<file path="src/rtl/result_unit_pkg.sv">
// Constants, register map and carrier types of the sigma-delta result unit
package result_unit_pkg;

  localparam int NUM_CH   = 2;
  localparam int ADDR_W   = 8;
  localparam int DATA_W   = 32;
  localparam int STRB_W   = DATA_W / 8;
  localparam int RAW_W    = 29;
  localparam int INT_W    = 32;
  localparam int RES_W    = 16;
  localparam int TS_W     = 9;
  localparam int CNT_W    = 3;
  localparam int SHIFT_W  = 4;
  localparam int HYST_W   = 4;
  localparam int THR_W    = 9;
  localparam int CMP_EW   = 11;

  // Window of the shifted internal word that forms the 16-bit result
  localparam int SLICE_LSB = 12;
  localparam int SLICE_MSB = SLICE_LSB + RES_W - 1;
  // Result bits taken into the comparators
  localparam int CMP_MSB  = 15;
  localparam int CMP_LSB  = 7;

  localparam logic [CNT_W-1:0] CNT_MAX = 3'h7;

  // Register byte offsets
  localparam logic [ADDR_W-1:0] OFS_CFG_A    = 8'h00;
  localparam logic [ADDR_W-1:0] OFS_CFG_B    = 8'h04;
  localparam logic [ADDR_W-1:0] OFS_EV_EN    = 8'h10;
  localparam logic [ADDR_W-1:0] OFS_EV_FLAG  = 8'h14;
  localparam logic [ADDR_W-1:0] OFS_EV_CLR   = 8'h18;
  localparam logic [ADDR_W-1:0] OFS_EV_SET   = 8'h1C;
  localparam logic [ADDR_W-1:0] OFS_PAIR     = 8'h48;
  localparam logic [ADDR_W-1:0] OFS_STS_CLR  = 8'h4C;
  localparam logic [ADDR_W-1:0] OFS_STS      = 8'h50;
  localparam logic [ADDR_W-1:0] OFS_STS_SET  = 8'h54;
  localparam logic [NUM_CH-1:0][ADDR_W-1:0] OFS_CMP  = {8'h30, 8'h2C};
  localparam logic [NUM_CH-1:0][ADDR_W-1:0] OFS_RES  = {8'h38, 8'h34};
  localparam logic [NUM_CH-1:0][ADDR_W-1:0] OFS_CTIM = {8'h40, 8'h3C};

  // Writable bits and field positions of the configuration words
  localparam logic [DATA_W-1:0] CFG_A_MASK = 32'h000F_0707;
  localparam logic [DATA_W-1:0] CFG_B_MASK = 32'hF1FF_F1FF;
  localparam logic [DATA_W-1:0] CFG_RESET  = 32'h0000_0000;
  localparam int WFR_BIT0     = 2;
  localparam int WFR_STRIDE   = 8;
  localparam int SHIFT_LSB0   = 12;
  localparam int SHIFT_STRIDE = 16;

  localparam logic [1:0] RESP_OKAY   = 2'b00;
  localparam logic [1:0] RESP_SLVERR = 2'b10;

  typedef enum logic [1:0] {
    MODE_RANGE,
    MODE_OVER,
    MODE_UNDER,
    MODE_SPARE
  } cmp_mode_t;

  typedef enum logic [1:0] {
    COMB_OR,
    COMB_XOR,
    COMB_HIGH,
    COMB_LOW
  } comb_sel_t;

  typedef struct packed {
    logic [1:0]        spare;
    comb_sel_t         comb_sel;
    cmp_mode_t         mode;
    logic [HYST_W-1:0] low_hysteresis;
    logic [HYST_W-1:0] high_hysteresis;
    logic [THR_W-1:0]  lower;
    logic [THR_W-1:0]  upper;
  } comparator_control_t;

  typedef struct packed {
    logic              result_valid_flag;
    logic [2:0]        spare;
    logic [CNT_W-1:0]  discard_count;
    logic [TS_W-1:0]   timestamp_value;
    logic [RES_W-1:0]  result;
  } channel_result_t;

  typedef struct packed {
    logic              underflow;
    logic [TS_W-1:0]   dec_count;
    logic [RAW_W-1:0]  data;
  } cic_in_t;

endpackage : result_unit_pkg

</file>
<file path="src/rtl/sigma_delta_result_unit.sv">
// Result generation, wait-for-read, timestamps and comparators of a two-channel filter
// Summary of operation
// - Event flag enable, read, set, separate clear
// - Event drives interrupt and DMA request
// - New result on every decimation underflow not discarded
// - Internal result: 29 raw bits plus 3
// - 16-bit result sliced by shift setting
// - Result is left aligned two's complement
// - Both results readable in one word
// - Wait-for-read discards result while still unread
// - Discard sets channel discard status flag
// - Each discard increments the discard counter, which holds at 7
// - Count 7 means overflow; update clears it
// - Valid set on update, cleared by read
// - Result carries 9-bit decimation timestamp
// - Trigger rising edge captures decimation counter
// - Signed 9-bit upper and lower thresholds
// - Compare result bits 15:7, ignore 6:0
// - Separate hysteresis for upper and lower
// - One high and one low output
// - Three compare modes per channel
// - Range mode: high above upper, low below lower
// - Combined output: OR, XOR, high, low
// - 4-bit shift fields at 15:12, 31:28
// - Wait-for-read enables at bits 2, 10
`timescale 1ns/1ns

module sigma_delta_result_unit (
  // Clock, reset, enable
  input  wire  logic                                   clk_sys,
  input  wire  logic                                   nrst,
  input  wire  logic                                   ce,
  // AXI4-Lite write channels
  input  wire  logic [result_unit_pkg::ADDR_W-1:0]     s_axi_awaddr,
  input  wire  logic                                   s_axi_awvalid,
  output logic                                         s_axi_awready,
  input  wire  logic [result_unit_pkg::DATA_W-1:0]     s_axi_wdata,
  input  wire  logic [result_unit_pkg::STRB_W-1:0]     s_axi_wstrb,
  input  wire  logic                                   s_axi_wvalid,
  output logic                                         s_axi_wready,
  output logic [1:0]                                   s_axi_bresp,
  output logic                                         s_axi_bvalid,
  input  wire  logic                                   s_axi_bready,
  // AXI4-Lite read channels
  input  wire  logic [result_unit_pkg::ADDR_W-1:0]     s_axi_araddr,
  input  wire  logic                                   s_axi_arvalid,
  output logic                                         s_axi_arready,
  output logic [result_unit_pkg::DATA_W-1:0]           s_axi_rdata,
  output logic [1:0]                                   s_axi_rresp,
  output logic                                         s_axi_rvalid,
  input  wire  logic                                   s_axi_rready,
  // Filter side
  input  wire  result_unit_pkg::cic_in_t [result_unit_pkg::NUM_CH-1:0] cic_in,
  input  wire  logic [result_unit_pkg::NUM_CH-1:0]     timestamp_trigger,
  // Requests and compare outputs
  output logic [result_unit_pkg::NUM_CH-1:0]           event_irq,
  output logic [result_unit_pkg::NUM_CH-1:0]           event_dma_req,
  output logic [result_unit_pkg::NUM_CH-1:0]           high_compare_out,
  output logic [result_unit_pkg::NUM_CH-1:0]           low_compare_out,
  output logic [result_unit_pkg::NUM_CH-1:0]           combined_compare_out
);
  import result_unit_pkg::*;

  // Bus slave state
  logic                  aw_full;
  logic                  next_aw_full;
  logic [ADDR_W-1:0]     aw_addr;
  logic [ADDR_W-1:0]     next_aw_addr;
  logic                  w_full;
  logic                  next_w_full;
  logic [DATA_W-1:0]     w_data;
  logic [DATA_W-1:0]     next_w_data;
  logic [STRB_W-1:0]     w_strb;
  logic [STRB_W-1:0]     next_w_strb;
  logic                  next_awready;
  logic                  next_wready;
  logic                  next_arready;
  logic                  next_bvalid;
  logic [1:0]            next_bresp;
  logic                  next_rvalid;
  logic [DATA_W-1:0]     next_rdata;
  logic [1:0]            next_rresp;

  // Software-visible state
  logic [DATA_W-1:0]     config_word_a;
  logic [DATA_W-1:0]     next_config_word_a;
  logic [DATA_W-1:0]     config_word_b;
  logic [DATA_W-1:0]     next_config_word_b;
  logic [NUM_CH-1:0]     event_enable_reg;
  logic [NUM_CH-1:0]     next_event_enable_reg;
  logic [NUM_CH-1:0]     event_flag_reg;
  logic [NUM_CH-1:0]     next_event_flag_reg;
  logic [NUM_CH-1:0]     status_reg;
  logic [NUM_CH-1:0]     next_status_reg;
  comparator_control_t   comparator_control      [NUM_CH];
  comparator_control_t   next_comparator_control [NUM_CH];

  // Per-channel views
  channel_result_t       channel_result_reg      [NUM_CH];
  logic [TS_W-1:0]       captured_timestamp_reg  [NUM_CH];
  logic [NUM_CH-1:0]     hw_event;
  logic [NUM_CH-1:0]     hw_discard;
  logic [NUM_CH-1:0]     read_clear;

  // Decode
  logic                  wr_go;
  logic                  rd_go;
  logic [ADDR_W-1:0]     wr_ofs;
  logic [ADDR_W-1:0]     rd_ofs;
  logic [DATA_W-1:0]     wr_mask;
  logic [DATA_W-1:0]     wr_bits;
  logic [DATA_W-1:0]     rd_data;
  logic                  rd_hit;
  logic                  wr_hit;

  function automatic logic mapped(input logic [ADDR_W-1:0] ofs);
    logic hit;
    hit = (ofs == OFS_CFG_A) || (ofs == OFS_CFG_B) || (ofs == OFS_EV_EN) ||
          (ofs == OFS_EV_FLAG) || (ofs == OFS_EV_CLR) || (ofs == OFS_EV_SET) ||
          (ofs == OFS_PAIR) || (ofs == OFS_STS_CLR) || (ofs == OFS_STS) ||
          (ofs == OFS_STS_SET);
    for (int c = 0; c < NUM_CH; c++) begin
      hit = hit || (ofs == OFS_CMP[c]) || (ofs == OFS_RES[c]) || (ofs == OFS_CTIM[c]);
    end
    return hit;
  endfunction : mapped

  assign wr_go  = aw_full && w_full;
  assign rd_go  = s_axi_arvalid && s_axi_arready;
  assign wr_ofs = {aw_addr[ADDR_W-1:2], 2'b00};
  assign rd_ofs = {s_axi_araddr[ADDR_W-1:2], 2'b00};
  assign wr_hit = mapped(wr_ofs);
  assign rd_hit = mapped(rd_ofs);

  always_comb begin
    for (int b = 0; b < STRB_W; b++) begin
      wr_mask[b*8 +: 8] = {8{w_strb[b]}};
    end
    wr_bits = w_data & wr_mask;
  end

  // Write and read channel handshakes; write and address may arrive in either order
  always_comb begin
    next_aw_full = aw_full;
    next_aw_addr = aw_addr;
    next_w_full  = w_full;
    next_w_data  = w_data;
    next_w_strb  = w_strb;
    next_bvalid  = s_axi_bvalid;
    next_bresp   = s_axi_bresp;
    next_rvalid  = s_axi_rvalid;
    next_rdata   = s_axi_rdata;
    next_rresp   = s_axi_rresp;
    if (s_axi_bvalid && s_axi_bready) begin
      next_bvalid = 1'b0;
    end
    if (s_axi_awvalid && s_axi_awready) begin
      next_aw_full = 1'b1;
      next_aw_addr = s_axi_awaddr;
    end
    if (s_axi_wvalid && s_axi_wready) begin
      next_w_full = 1'b1;
      next_w_data = s_axi_wdata;
      next_w_strb = s_axi_wstrb;
    end
    if (wr_go) begin
      next_aw_full = 1'b0;
      next_w_full  = 1'b0;
      next_bvalid  = 1'b1;
      next_bresp   = wr_hit ? RESP_OKAY : RESP_SLVERR;
    end
    if (rd_go) begin
      next_rvalid = 1'b1;
      next_rdata  = rd_data;
      next_rresp  = rd_hit ? RESP_OKAY : RESP_SLVERR;
    end else if (s_axi_rvalid && s_axi_rready) begin
      next_rvalid = 1'b0;
    end
    next_awready = !next_aw_full && !next_bvalid;
    next_wready  = !next_w_full && !next_bvalid;
    next_arready = !next_rvalid;
  end

  always_ff @(posedge clk_sys) begin
    if (!nrst) begin
      aw_full       <= 1'b0;
      aw_addr       <= '0;
      w_full        <= 1'b0;
      w_data        <= '0;
      w_strb        <= '0;
      s_axi_awready <= 1'b0;
      s_axi_wready  <= 1'b0;
      s_axi_arready <= 1'b0;
      s_axi_bvalid  <= 1'b0;
      s_axi_bresp   <= RESP_OKAY;
      s_axi_rvalid  <= 1'b0;
      s_axi_rdata   <= '0;
      s_axi_rresp   <= RESP_OKAY;
    end else if (ce) begin
      aw_full       <= next_aw_full;
      aw_addr       <= next_aw_addr;
      w_full        <= next_w_full;
      w_data        <= next_w_data;
      w_strb        <= next_w_strb;
      s_axi_awready <= next_awready;
      s_axi_wready  <= next_wready;
      s_axi_arready <= next_arready;
      s_axi_bvalid  <= next_bvalid;
      s_axi_bresp   <= next_bresp;
      s_axi_rvalid  <= next_rvalid;
      s_axi_rdata   <= next_rdata;
      s_axi_rresp   <= next_rresp;
    end
  end

  // Read data mux
  always_comb begin
    rd_data = '0;
    case (rd_ofs)
      OFS_CFG_A:   rd_data = config_word_a;
      OFS_CFG_B:   rd_data = config_word_b;
      OFS_EV_EN:   rd_data = DATA_W'(event_enable_reg);
      OFS_EV_FLAG: rd_data = DATA_W'(event_flag_reg);
      OFS_STS:     rd_data = DATA_W'(status_reg);
      OFS_PAIR:    rd_data = {channel_result_reg[1].result,
                              channel_result_reg[0].result};
      default: begin
        for (int c = 0; c < NUM_CH; c++) begin
          if (rd_ofs == OFS_CMP[c]) begin
            rd_data = comparator_control[c];
          end
          if (rd_ofs == OFS_RES[c]) begin
            rd_data = channel_result_reg[c];
          end
          if (rd_ofs == OFS_CTIM[c]) begin
            rd_data = DATA_W'(captured_timestamp_reg[c]);
          end
        end
      end
    endcase
  end

  // A read of a result word, or of the pair, clears the valid flag at the handshake
  always_comb begin
    for (int c = 0; c < NUM_CH; c++) begin
      read_clear[c] = rd_go && ((rd_ofs == OFS_RES[c]) || (rd_ofs == OFS_PAIR));
    end
  end

  // Configuration, enables, event and discard flags; hardware set wins over clear
  always_comb begin
    next_config_word_a    = config_word_a;
    next_config_word_b    = config_word_b;
    next_event_enable_reg = event_enable_reg;
    next_comparator_control = comparator_control;
    next_event_flag_reg   = event_flag_reg;
    next_status_reg       = status_reg;
    if (wr_go) begin
      if (wr_ofs == OFS_CFG_A) begin
        next_config_word_a = ((config_word_a & ~wr_mask) | wr_bits) & CFG_A_MASK;
      end
      if (wr_ofs == OFS_CFG_B) begin
        next_config_word_b = ((config_word_b & ~wr_mask) | wr_bits) & CFG_B_MASK;
      end
      if (wr_ofs == OFS_EV_EN) begin
        next_event_enable_reg = (event_enable_reg & ~wr_mask[NUM_CH-1:0]) |
                                wr_bits[NUM_CH-1:0];
      end
      if (wr_ofs == OFS_EV_CLR) begin
        next_event_flag_reg = event_flag_reg & ~wr_bits[NUM_CH-1:0];
      end
      if ((wr_ofs == OFS_EV_FLAG) || (wr_ofs == OFS_EV_SET)) begin
        next_event_flag_reg = event_flag_reg | wr_bits[NUM_CH-1:0];
      end
      if (wr_ofs == OFS_STS_CLR) begin
        next_status_reg = status_reg & ~wr_bits[NUM_CH-1:0];
      end
      if (wr_ofs == OFS_STS_SET) begin
        next_status_reg = status_reg | wr_bits[NUM_CH-1:0];
      end
      for (int c = 0; c < NUM_CH; c++) begin
        if (wr_ofs == OFS_CMP[c]) begin
          next_comparator_control[c] = (comparator_control[c] & ~wr_mask) | wr_bits;
        end
      end
    end
    next_event_flag_reg = next_event_flag_reg | hw_event;
    next_status_reg     = next_status_reg | hw_discard;
  end

  always_ff @(posedge clk_sys) begin
    if (!nrst) begin
      config_word_a    <= CFG_RESET;
      config_word_b    <= CFG_RESET;
      event_enable_reg <= '0;
      event_flag_reg   <= '0;
      status_reg       <= '0;
      event_irq        <= '0;
      event_dma_req    <= '0;
      for (int c = 0; c < NUM_CH; c++) begin
        comparator_control[c] <= '0;
      end
    end else if (ce) begin
      config_word_a      <= next_config_word_a;
      config_word_b      <= next_config_word_b;
      event_enable_reg   <= next_event_enable_reg;
      event_flag_reg     <= next_event_flag_reg;
      status_reg         <= next_status_reg;
      event_irq          <= event_flag_reg & event_enable_reg;
      event_dma_req      <= event_flag_reg & event_enable_reg;
      comparator_control <= next_comparator_control;
    end
  end

  // Per-channel result path, timestamp capture and comparator
  for (genvar i = 0; i < NUM_CH; i++) begin : g_ch
    channel_result_t             res_q;
    channel_result_t             next_res;
    logic [TS_W-1:0]             ctim_q;
    logic [TS_W-1:0]             next_ctim;
    logic [2:0]                  trg_sync;
    logic                        trg_level;
    logic                        next_trg_level;
    logic                        hi_q;
    logic                        next_hi;
    logic                        lo_q;
    logic                        next_lo;
    logic                        comb_q;
    logic                        next_comb;
    logic                        wfr_en;
    logic [SHIFT_W-1:0]          shift;
    logic [INT_W-1:0]            internal;
    logic [INT_W-1:0]            shifted;
    logic                        discard;
    logic                        update;
    logic signed [CMP_EW-1:0]    val;
    logic signed [CMP_EW-1:0]    thr_hi;
    logic signed [CMP_EW-1:0]    thr_lo;
    logic signed [CMP_EW-1:0]    hys_hi;
    logic signed [CMP_EW-1:0]    hys_lo;
    comparator_control_t         ctl;

    assign wfr_en = config_word_a[WFR_BIT0 + i*WFR_STRIDE];
    assign shift  = config_word_b[SHIFT_LSB0 + i*SHIFT_STRIDE +: SHIFT_W];
    assign ctl    = comparator_control[i];

    always_comb begin
      // Sign-extend the raw word and pick the result window
      internal = {{(INT_W-RAW_W){cic_in[i].data[RAW_W-1]}}, cic_in[i].data};
      shifted  = internal << shift;
      discard  = cic_in[i].underflow && wfr_en && res_q.result_valid_flag;
      update   = cic_in[i].underflow && !discard;
      next_res = res_q;
      if (update) begin
        next_res.result            = shifted[SLICE_MSB:SLICE_LSB];
        next_res.timestamp_value   = cic_in[i].dec_count;
        next_res.discard_count     = '0;
        next_res.result_valid_flag = 1'b1;
      end else begin
        if (discard && (res_q.discard_count != CNT_MAX)) begin
          next_res.discard_count = res_q.discard_count + 1'b1;
        end
        if (read_clear[i]) begin
          next_res.result_valid_flag = 1'b0;
        end
      end
      // Timestamp trigger: counted once the last two sync stages agree
      next_trg_level = trg_level;
      next_ctim      = ctim_q;
      if (trg_sync[1] == trg_sync[2]) begin
        next_trg_level = trg_sync[2];
        if (trg_sync[2] && !trg_level) begin
          next_ctim = cic_in[i].dec_count;
        end
      end
      // Signed compare of result bits 15:7 in a widened range
      val    = CMP_EW'(signed'(res_q.result[CMP_MSB:CMP_LSB]));
      thr_hi = CMP_EW'(signed'(ctl.upper));
      thr_lo = CMP_EW'(signed'(ctl.lower));
      hys_hi = signed'(CMP_EW'(ctl.high_hysteresis));
      hys_lo = signed'(CMP_EW'(ctl.low_hysteresis));
      unique case (ctl.mode)
        MODE_OVER: begin
          next_hi = hi_q ? (val > thr_hi - hys_hi) : (val > thr_hi);
          next_lo = lo_q ? (val > thr_lo - hys_lo) : (val > thr_lo);
        end
        MODE_UNDER: begin
          next_hi = hi_q ? (val < thr_hi + hys_hi) : (val < thr_hi);
          next_lo = lo_q ? (val < thr_lo + hys_lo) : (val < thr_lo);
        end
        default: begin
          // Range mode; the spare code behaves the same
          next_hi = hi_q ? (val > thr_hi - hys_hi) : (val > thr_hi);
          next_lo = lo_q ? (val < thr_lo + hys_lo) : (val < thr_lo);
        end
      endcase
      unique case (ctl.comb_sel)
        COMB_OR:   next_comb = next_hi | next_lo;
        COMB_XOR:  next_comb = next_hi ^ next_lo;
        COMB_HIGH: next_comb = next_hi;
        COMB_LOW:  next_comb = next_lo;
      endcase
    end

    always_ff @(posedge clk_sys) begin
      if (!nrst) begin
        res_q     <= '0;
        ctim_q    <= '0;
        trg_sync  <= '0;
        trg_level <= 1'b0;
        hi_q      <= 1'b0;
        lo_q      <= 1'b0;
        comb_q    <= 1'b0;
      end else if (ce) begin
        res_q     <= next_res;
        ctim_q    <= next_ctim;
        trg_sync  <= {trg_sync[1:0], timestamp_trigger[i]};
        trg_level <= next_trg_level;
        hi_q      <= next_hi;
        lo_q      <= next_lo;
        comb_q    <= next_comb;
      end
    end

    assign channel_result_reg[i]     = res_q;
    assign captured_timestamp_reg[i] = ctim_q;
    assign hw_event[i]               = cic_in[i].underflow;
    assign hw_discard[i]             = discard;
    assign high_compare_out[i]       = hi_q;
    assign low_compare_out[i]        = lo_q;
    assign combined_compare_out[i]   = comb_q;
  end

endmodule : sigma_delta_result_unit

</file>
<file path="config.mk">
export PLATFORM = sky130hd
export DESIGN_NAME = sigma_delta_result_unit
export DESIGN_NICKNAME = d
export VERILOG_FILES = /design/src/rtl/result_unit_pkg.sv /design/src/rtl/sigma_delta_result_unit.sv
export SDC_FILE = /design/constraint.sdc
export NUM_CORES = 1
export LEC_CHECK = 0
export ABC_AREA = 1
export BUFFER_PORTS_ARGS = -buffer_cell sky130_fd_sc_hd__buf_2
export CORE_MARGIN = 5
export CORE_UTILIZATION = 45
export CTS_CLUSTER_DIAMETER = 200
export DETAILED_ROUTE_END_ITERATION = 7
export GPL_TIMING_DRIVEN = 1
export PLACE_DENSITY = 0.63
export SYNTH_ARGS = -nofsm -noshare
export SYNTH_HDL_FRONTEND = slang
export SYNTH_SLANG_ARGS = --single-unit
</file>
<file path="constraint.sdc">
create_clock -name clk_sys -period 4 [get_ports clk_sys]
set_input_delay 0.4 -clock clk_sys [delete_from_list [all_inputs] [get_ports clk_sys]]
set_output_delay 0.4 -clock clk_sys [all_outputs]
set_load 0.02 [all_outputs]
</file>
## Yosys cells after proc, flatten, opt, wreduce, memory -nomap -nowiden

Index checks and enable logic that the tools add are counted.

- Add/subtract/negate cells: 10
- Order comparisons: 16
- Equal/unequal tests: 44
- Shifts and indexed selects: 2
- Mux-type cells: 45
- Bitwise gates (word level): 25
- Reductions and logical operators: 88

Operators with widths:

| cell | number |
|---|---|
| 32-bit two-way mux | 6 |
| 32-bit case mux with 6 select lines | 1 |
| 32-bit bitwise AND | 4 |
| 32-bit bitwise OR | 3 |
| 32-bit by 4-bit << shifter with 28-bit output | 2 |
| 6-bit by 4-bit == test with 1-bit output (second input constant) | 10 |
| 6-bit by 5-bit == test with 1-bit output (second input constant) | 10 |
| 6-bit by 3-bit == test with 1-bit output (second input constant) | 8 |
| 9-bit by 5-bit adder with 10-bit output | 4 |
| 9-bit by 10-bit > comparator with 1-bit output | 4 |
| 9-bit by 10-bit < comparator with 1-bit output | 4 |
| 9-bit by 5-bit subtractor with 10-bit output | 4 |
| 9-bit > comparator | 4 |
| 9-bit < comparator | 4 |
| 1-bit logical OR | 33 |
| 32-bit NOT | 1 |
| 1-bit two-way mux | 24 |
| 2-bit AND reduction | 12 |
| 3-bit AND reduction | 7 |
| 20-bit bitwise AND | 1 |
| 1-bit logical AND | 20 |
| 20-bit bitwise OR | 1 |
| 8-bit logical NOT | 2 |
| 2-bit two-way mux | 8 |
| 16 further kinds | 53 |

- Register bits: 285
- Input port bits: 140
- Output and inout bits: 51
- Word-level logic and storage cells: 283

## Longest topological paths before layout

- Word-level depth: 17
- Mapped depth: 26
- Gate-level depth less buffers: 26

## Least setup slack after synthesis

OpenSTA, ideal clock, no wires.

- Kind: register -> register
- Start point: register (tool-made name)
- End point: register g_ch[0].comb_q
- Library setup time: 119 ps
- Data arrival time: 3074 ps
- Data required time: 3881 ps
- Path slack: 806 ps
- Cell stages (with the launch flop): 27
- Clock period less this slack: 3194 ps
- Cells stage by stage: dfxtp_1 inv_1 ha_1 inv_1 fa_1 nand2_1 nand2_1 a21oi_1 nand3_1 nor3_1 xor2_1 ha_1 nand2_1 inv_1 a21oi_1 nand3_1 nand2_1 nand3_1 nand2_1 nand2_1 nand2_1 inv_1 ha_1 nand2_1 nand2_1 nand2_1 a21oi_1

RTL lines:

| item | line | text |
|---|---|---|
| to (signal assigned) | sigma_delta_result_unit.sv:421 | `comb_q <= next_comb;` |
| to (decl) | sigma_delta_result_unit.sv:328 | `logic comb_q;` |

==> run_results.csv <==
group,metric,value,unit
power,leakage,9.42,nW
sta,setup_viol,0,
routing,finalWirelength,65100,um
sta,worst-slew-pin-transition,1060,ps
setup_path,crit_path_start_kind,"flop",
yosys,avgSynthCellArea,6.91,um^2
sta,hold_viol,0,
power,vdd_drop_max,297,uV
clock_network,root_buffer,"clkbuf_16",
clock_network,cts_hold_buf,0,
clock_network,cts_tree,"built",
setup_path,arrival,4120,ps
global_routing,antenna_found_initial,0,
finish,area.growth.synth_to_final,13.0,%
routing,postRouteAntennaNets,0,
yosys,synth-edff-count,0,
die,die_h,212,um
setup_path,cp.buffers_inverters,2,
die,rows,74,
yosys,postSynthCellCount,2655,
sta,fin_tns_setup,0,ps
routing,route.detailed.drc,0,
setup_path,cp_max_fo,4,
routing,drt_iter0_drc,1624,
power,powerDensity,347,mW/mm^2
setup_path,cp.required,4410,ps
flow_run,max_cap_violations,0,
routing,vias_per_cell,5.58,
yosys,ys_seq_elements,281,
setup_path,crit_path_frequent_cell,"nand2_1",
finish,layout-drive-gt1-share,0.113,
sta,slew_headroom,0.293,
global_routing,grt_pass1_vias,17500,
sta,min_period,3710,ps
clock_network,cts_buffer_depth,3,
yosys,yosysUniqueCellTypes,57,
place,gp_congestion,0.949,
clock_network,htreeDepth,2,
clock_network,clk_latency,530,ps
place,port-buffer-count,182,
die,core,0.0406,mm^2
yosys,ys.flop_type,"dfxtp_1",
setup_path,criticalPathCategory,"flop to flop",
global_routing,grt_pass1_wl,99300,um
setup_path,crit_chain,"ha_1, inv_1, fa_1, nand2_1, nand2_1, a21oi_1, nand3_1, nor3_1, xor2_1, ha_1, nand2_1, nor2_1, nand3_1, nand4_1, nand3b_1, nand2_1, nand2_1, nand2_1, inv_1, ha_1, nand2_1, nand2_1, nand2_1, a21oi_1",
die,io_pins,191,
status,status,"complete, no violations",
setup_path,path_delay_family,"simple AND/OR/NAND/NOR gates",
routing,wire_per_inst,19.5,um
yosys,async_flop_share,0,
sta,slew_violations,0,
routing,first_pass_iters,6,
setup_path,cpPeakStageDelay,420,ps
setup_path,slowest_stage,"dfxtp_1",
place,hpwl,49600,um
sta,fmax,0.270,GHz
min_path,worstHoldPathType,"input port to flop",
yosys,synth_warnings,0,
routing,vias,18600,
clock_network,clock_sinks,281,
finish,finalNonFillerCells,3331,
sta,period_share,0.927,
place,dp.cells,3268,
die,start_util,0.453,
sta,finClkSkew,13.5,ps
clock_network,numCtsBuffers,34,
finish,layout_commonest_cell,"nand2_1",
die,die_w,212,um
finish,fillers,4146,
global_routing,overflow,0,
yosys,synth_seq_area_share,0.306,
die,dieArea,0.0449,mm^2
clock_network,path_clk_slew,60,ps
setup_path,end_kind,"flop",
yosys,syn-cell-area,0.0184,mm^2
finish,final_cell_mix,"489 x nand2_1, 365 x o21ai_0, 314 x inv_1",
global_routing,grt_use_total,0.281,
global_routing,grt_max_degree,157,
finish,finalNetCount,3070,
==> timing repair <==
item / in CTS / in global routing
endpoints found under the setup margin: 0 / 2
hold endpoints to repair: 0 / 0
buffers inserted: 0 / 0
resized for setup: 0 / 6
==> metal layers <==
layer	vias to the layer above	share of wire	global-route usage
met1	8572	0.43	0.377
met5	-	0	0
met2	695	0.44	0.448
met4	0	0.058	0.137
met3	164	0.067	0.0387
li1	9169	-	-
==> cells in the mapped netlist (19+ instances only) <==
library cell	instances	area, um^2
a21oi_1	291	1460
a22oi_1	27	203
a31oi_1	19	119
buf_2	31	155
clkbuf_1	75	282
dfxtp_1	281	5630
ha_1	150	1880
inv_1	314	1180
nand2_1	489	1840
nand3_1	130	651
nand4_1	30	188
nor2_1	179	672
o211ai_1	25	188
o21ai_0	365	1830
xor2_1	48	420
==> logic make-up (layout without fill, tap and decap cells) <==
kind of cell    Yosys count  in the layout  synth area share
mux                       8              8           0.00436
compound gates          806            806             0.241
flops                   281            281             0.306
fa+ha+maj               158            158             0.111
xor+xnor                 54             54            0.0258
simple gates            881            881             0.207
buf+inv                 466            608             0.104
other cells               1              3          0.000204
==> final timing paths <==
| path | startpoint | endpoint | slack (ps) | cells after the start |
|---|---|---|---|---|
| max reg2reg | flop | g_ch[0].comb_q$_SDFFE_PN0P_ | 290 | 24 |
| min reg2reg | flop | flop | 460 | 2 |
| min | timestamp_trigger[0] | g_ch[0].trg_sync[0]$_SDFFE_PN0P_ | 90 | 3 |
| max | flop | g_ch[0].comb_q$_SDFFE_PN0P_ | 290 | 24 |
==> report_power, final <==
group | switching, mW | internal [mW] | leakage, nW
clock | 1.24 | 2.00 | 0.588
combinational | 0.595 | 0.353 | 6.55
sequential | 0.129 | 2.89 | 2.28
total | 1.97 | 5.24 | 9.42
==> metrics by stage <==
stage | cell area (um^2) | util | hold WS [ps] | setup slack (ps) | power (mW)
finish | 20800 | 0.512 | 91.1 | 294 | 7.21
global route | 20700 | 0.512 | 108 | -5.72 | 7.50
CTS | 20700 | 0.511 | 74.9 | 253 | 7.23
detailed placement | 19500 | 0.482 | 447 | 292 | 4.01
global placement | 19500 | 0.482 | 434 | 364 | 3.98
floorplan | 18400 | - | 425 | 806 | 3.64
==> worst register-to-register path: stages (launching register included) <==
cell and delay (ps):
dfxtp_1 420, ha_1 180, inv_1 60, fa_1 420, nand2_1 80, nand2_1 50, a21oi_1 230, nand3_1 160
nor3_1 210, xor2_1 120, ha_1 290, nand2_1 60, nor2_1 190, nand3_1 140, nand4_1 110, nand3b_1 100
nand2_1 70, nand2_1 40, nand2_1 130, inv_1 60, ha_1 260, nand2_1 60, nand2_1 50, nand2_1 50
a21oi_1 50
==> area by class of cell <==
cell class / count / area (um^2) / area share
antenna: 1 / 2.50 / 0.000121
clock buffer: 54 / 1090 / 0.0525
clock inverter: 8 / 90.1 / 0.00434
inverter: 331 / 1240 / 0.0600
multi-input combinational: 1909 / 10900 / 0.523
sequential: 281 / 5630 / 0.271
tap: 532 / 666 / 0.0321
timing repair buffer: 215 / 1180 / 0.0567
(Power assumes the default switching activity.)
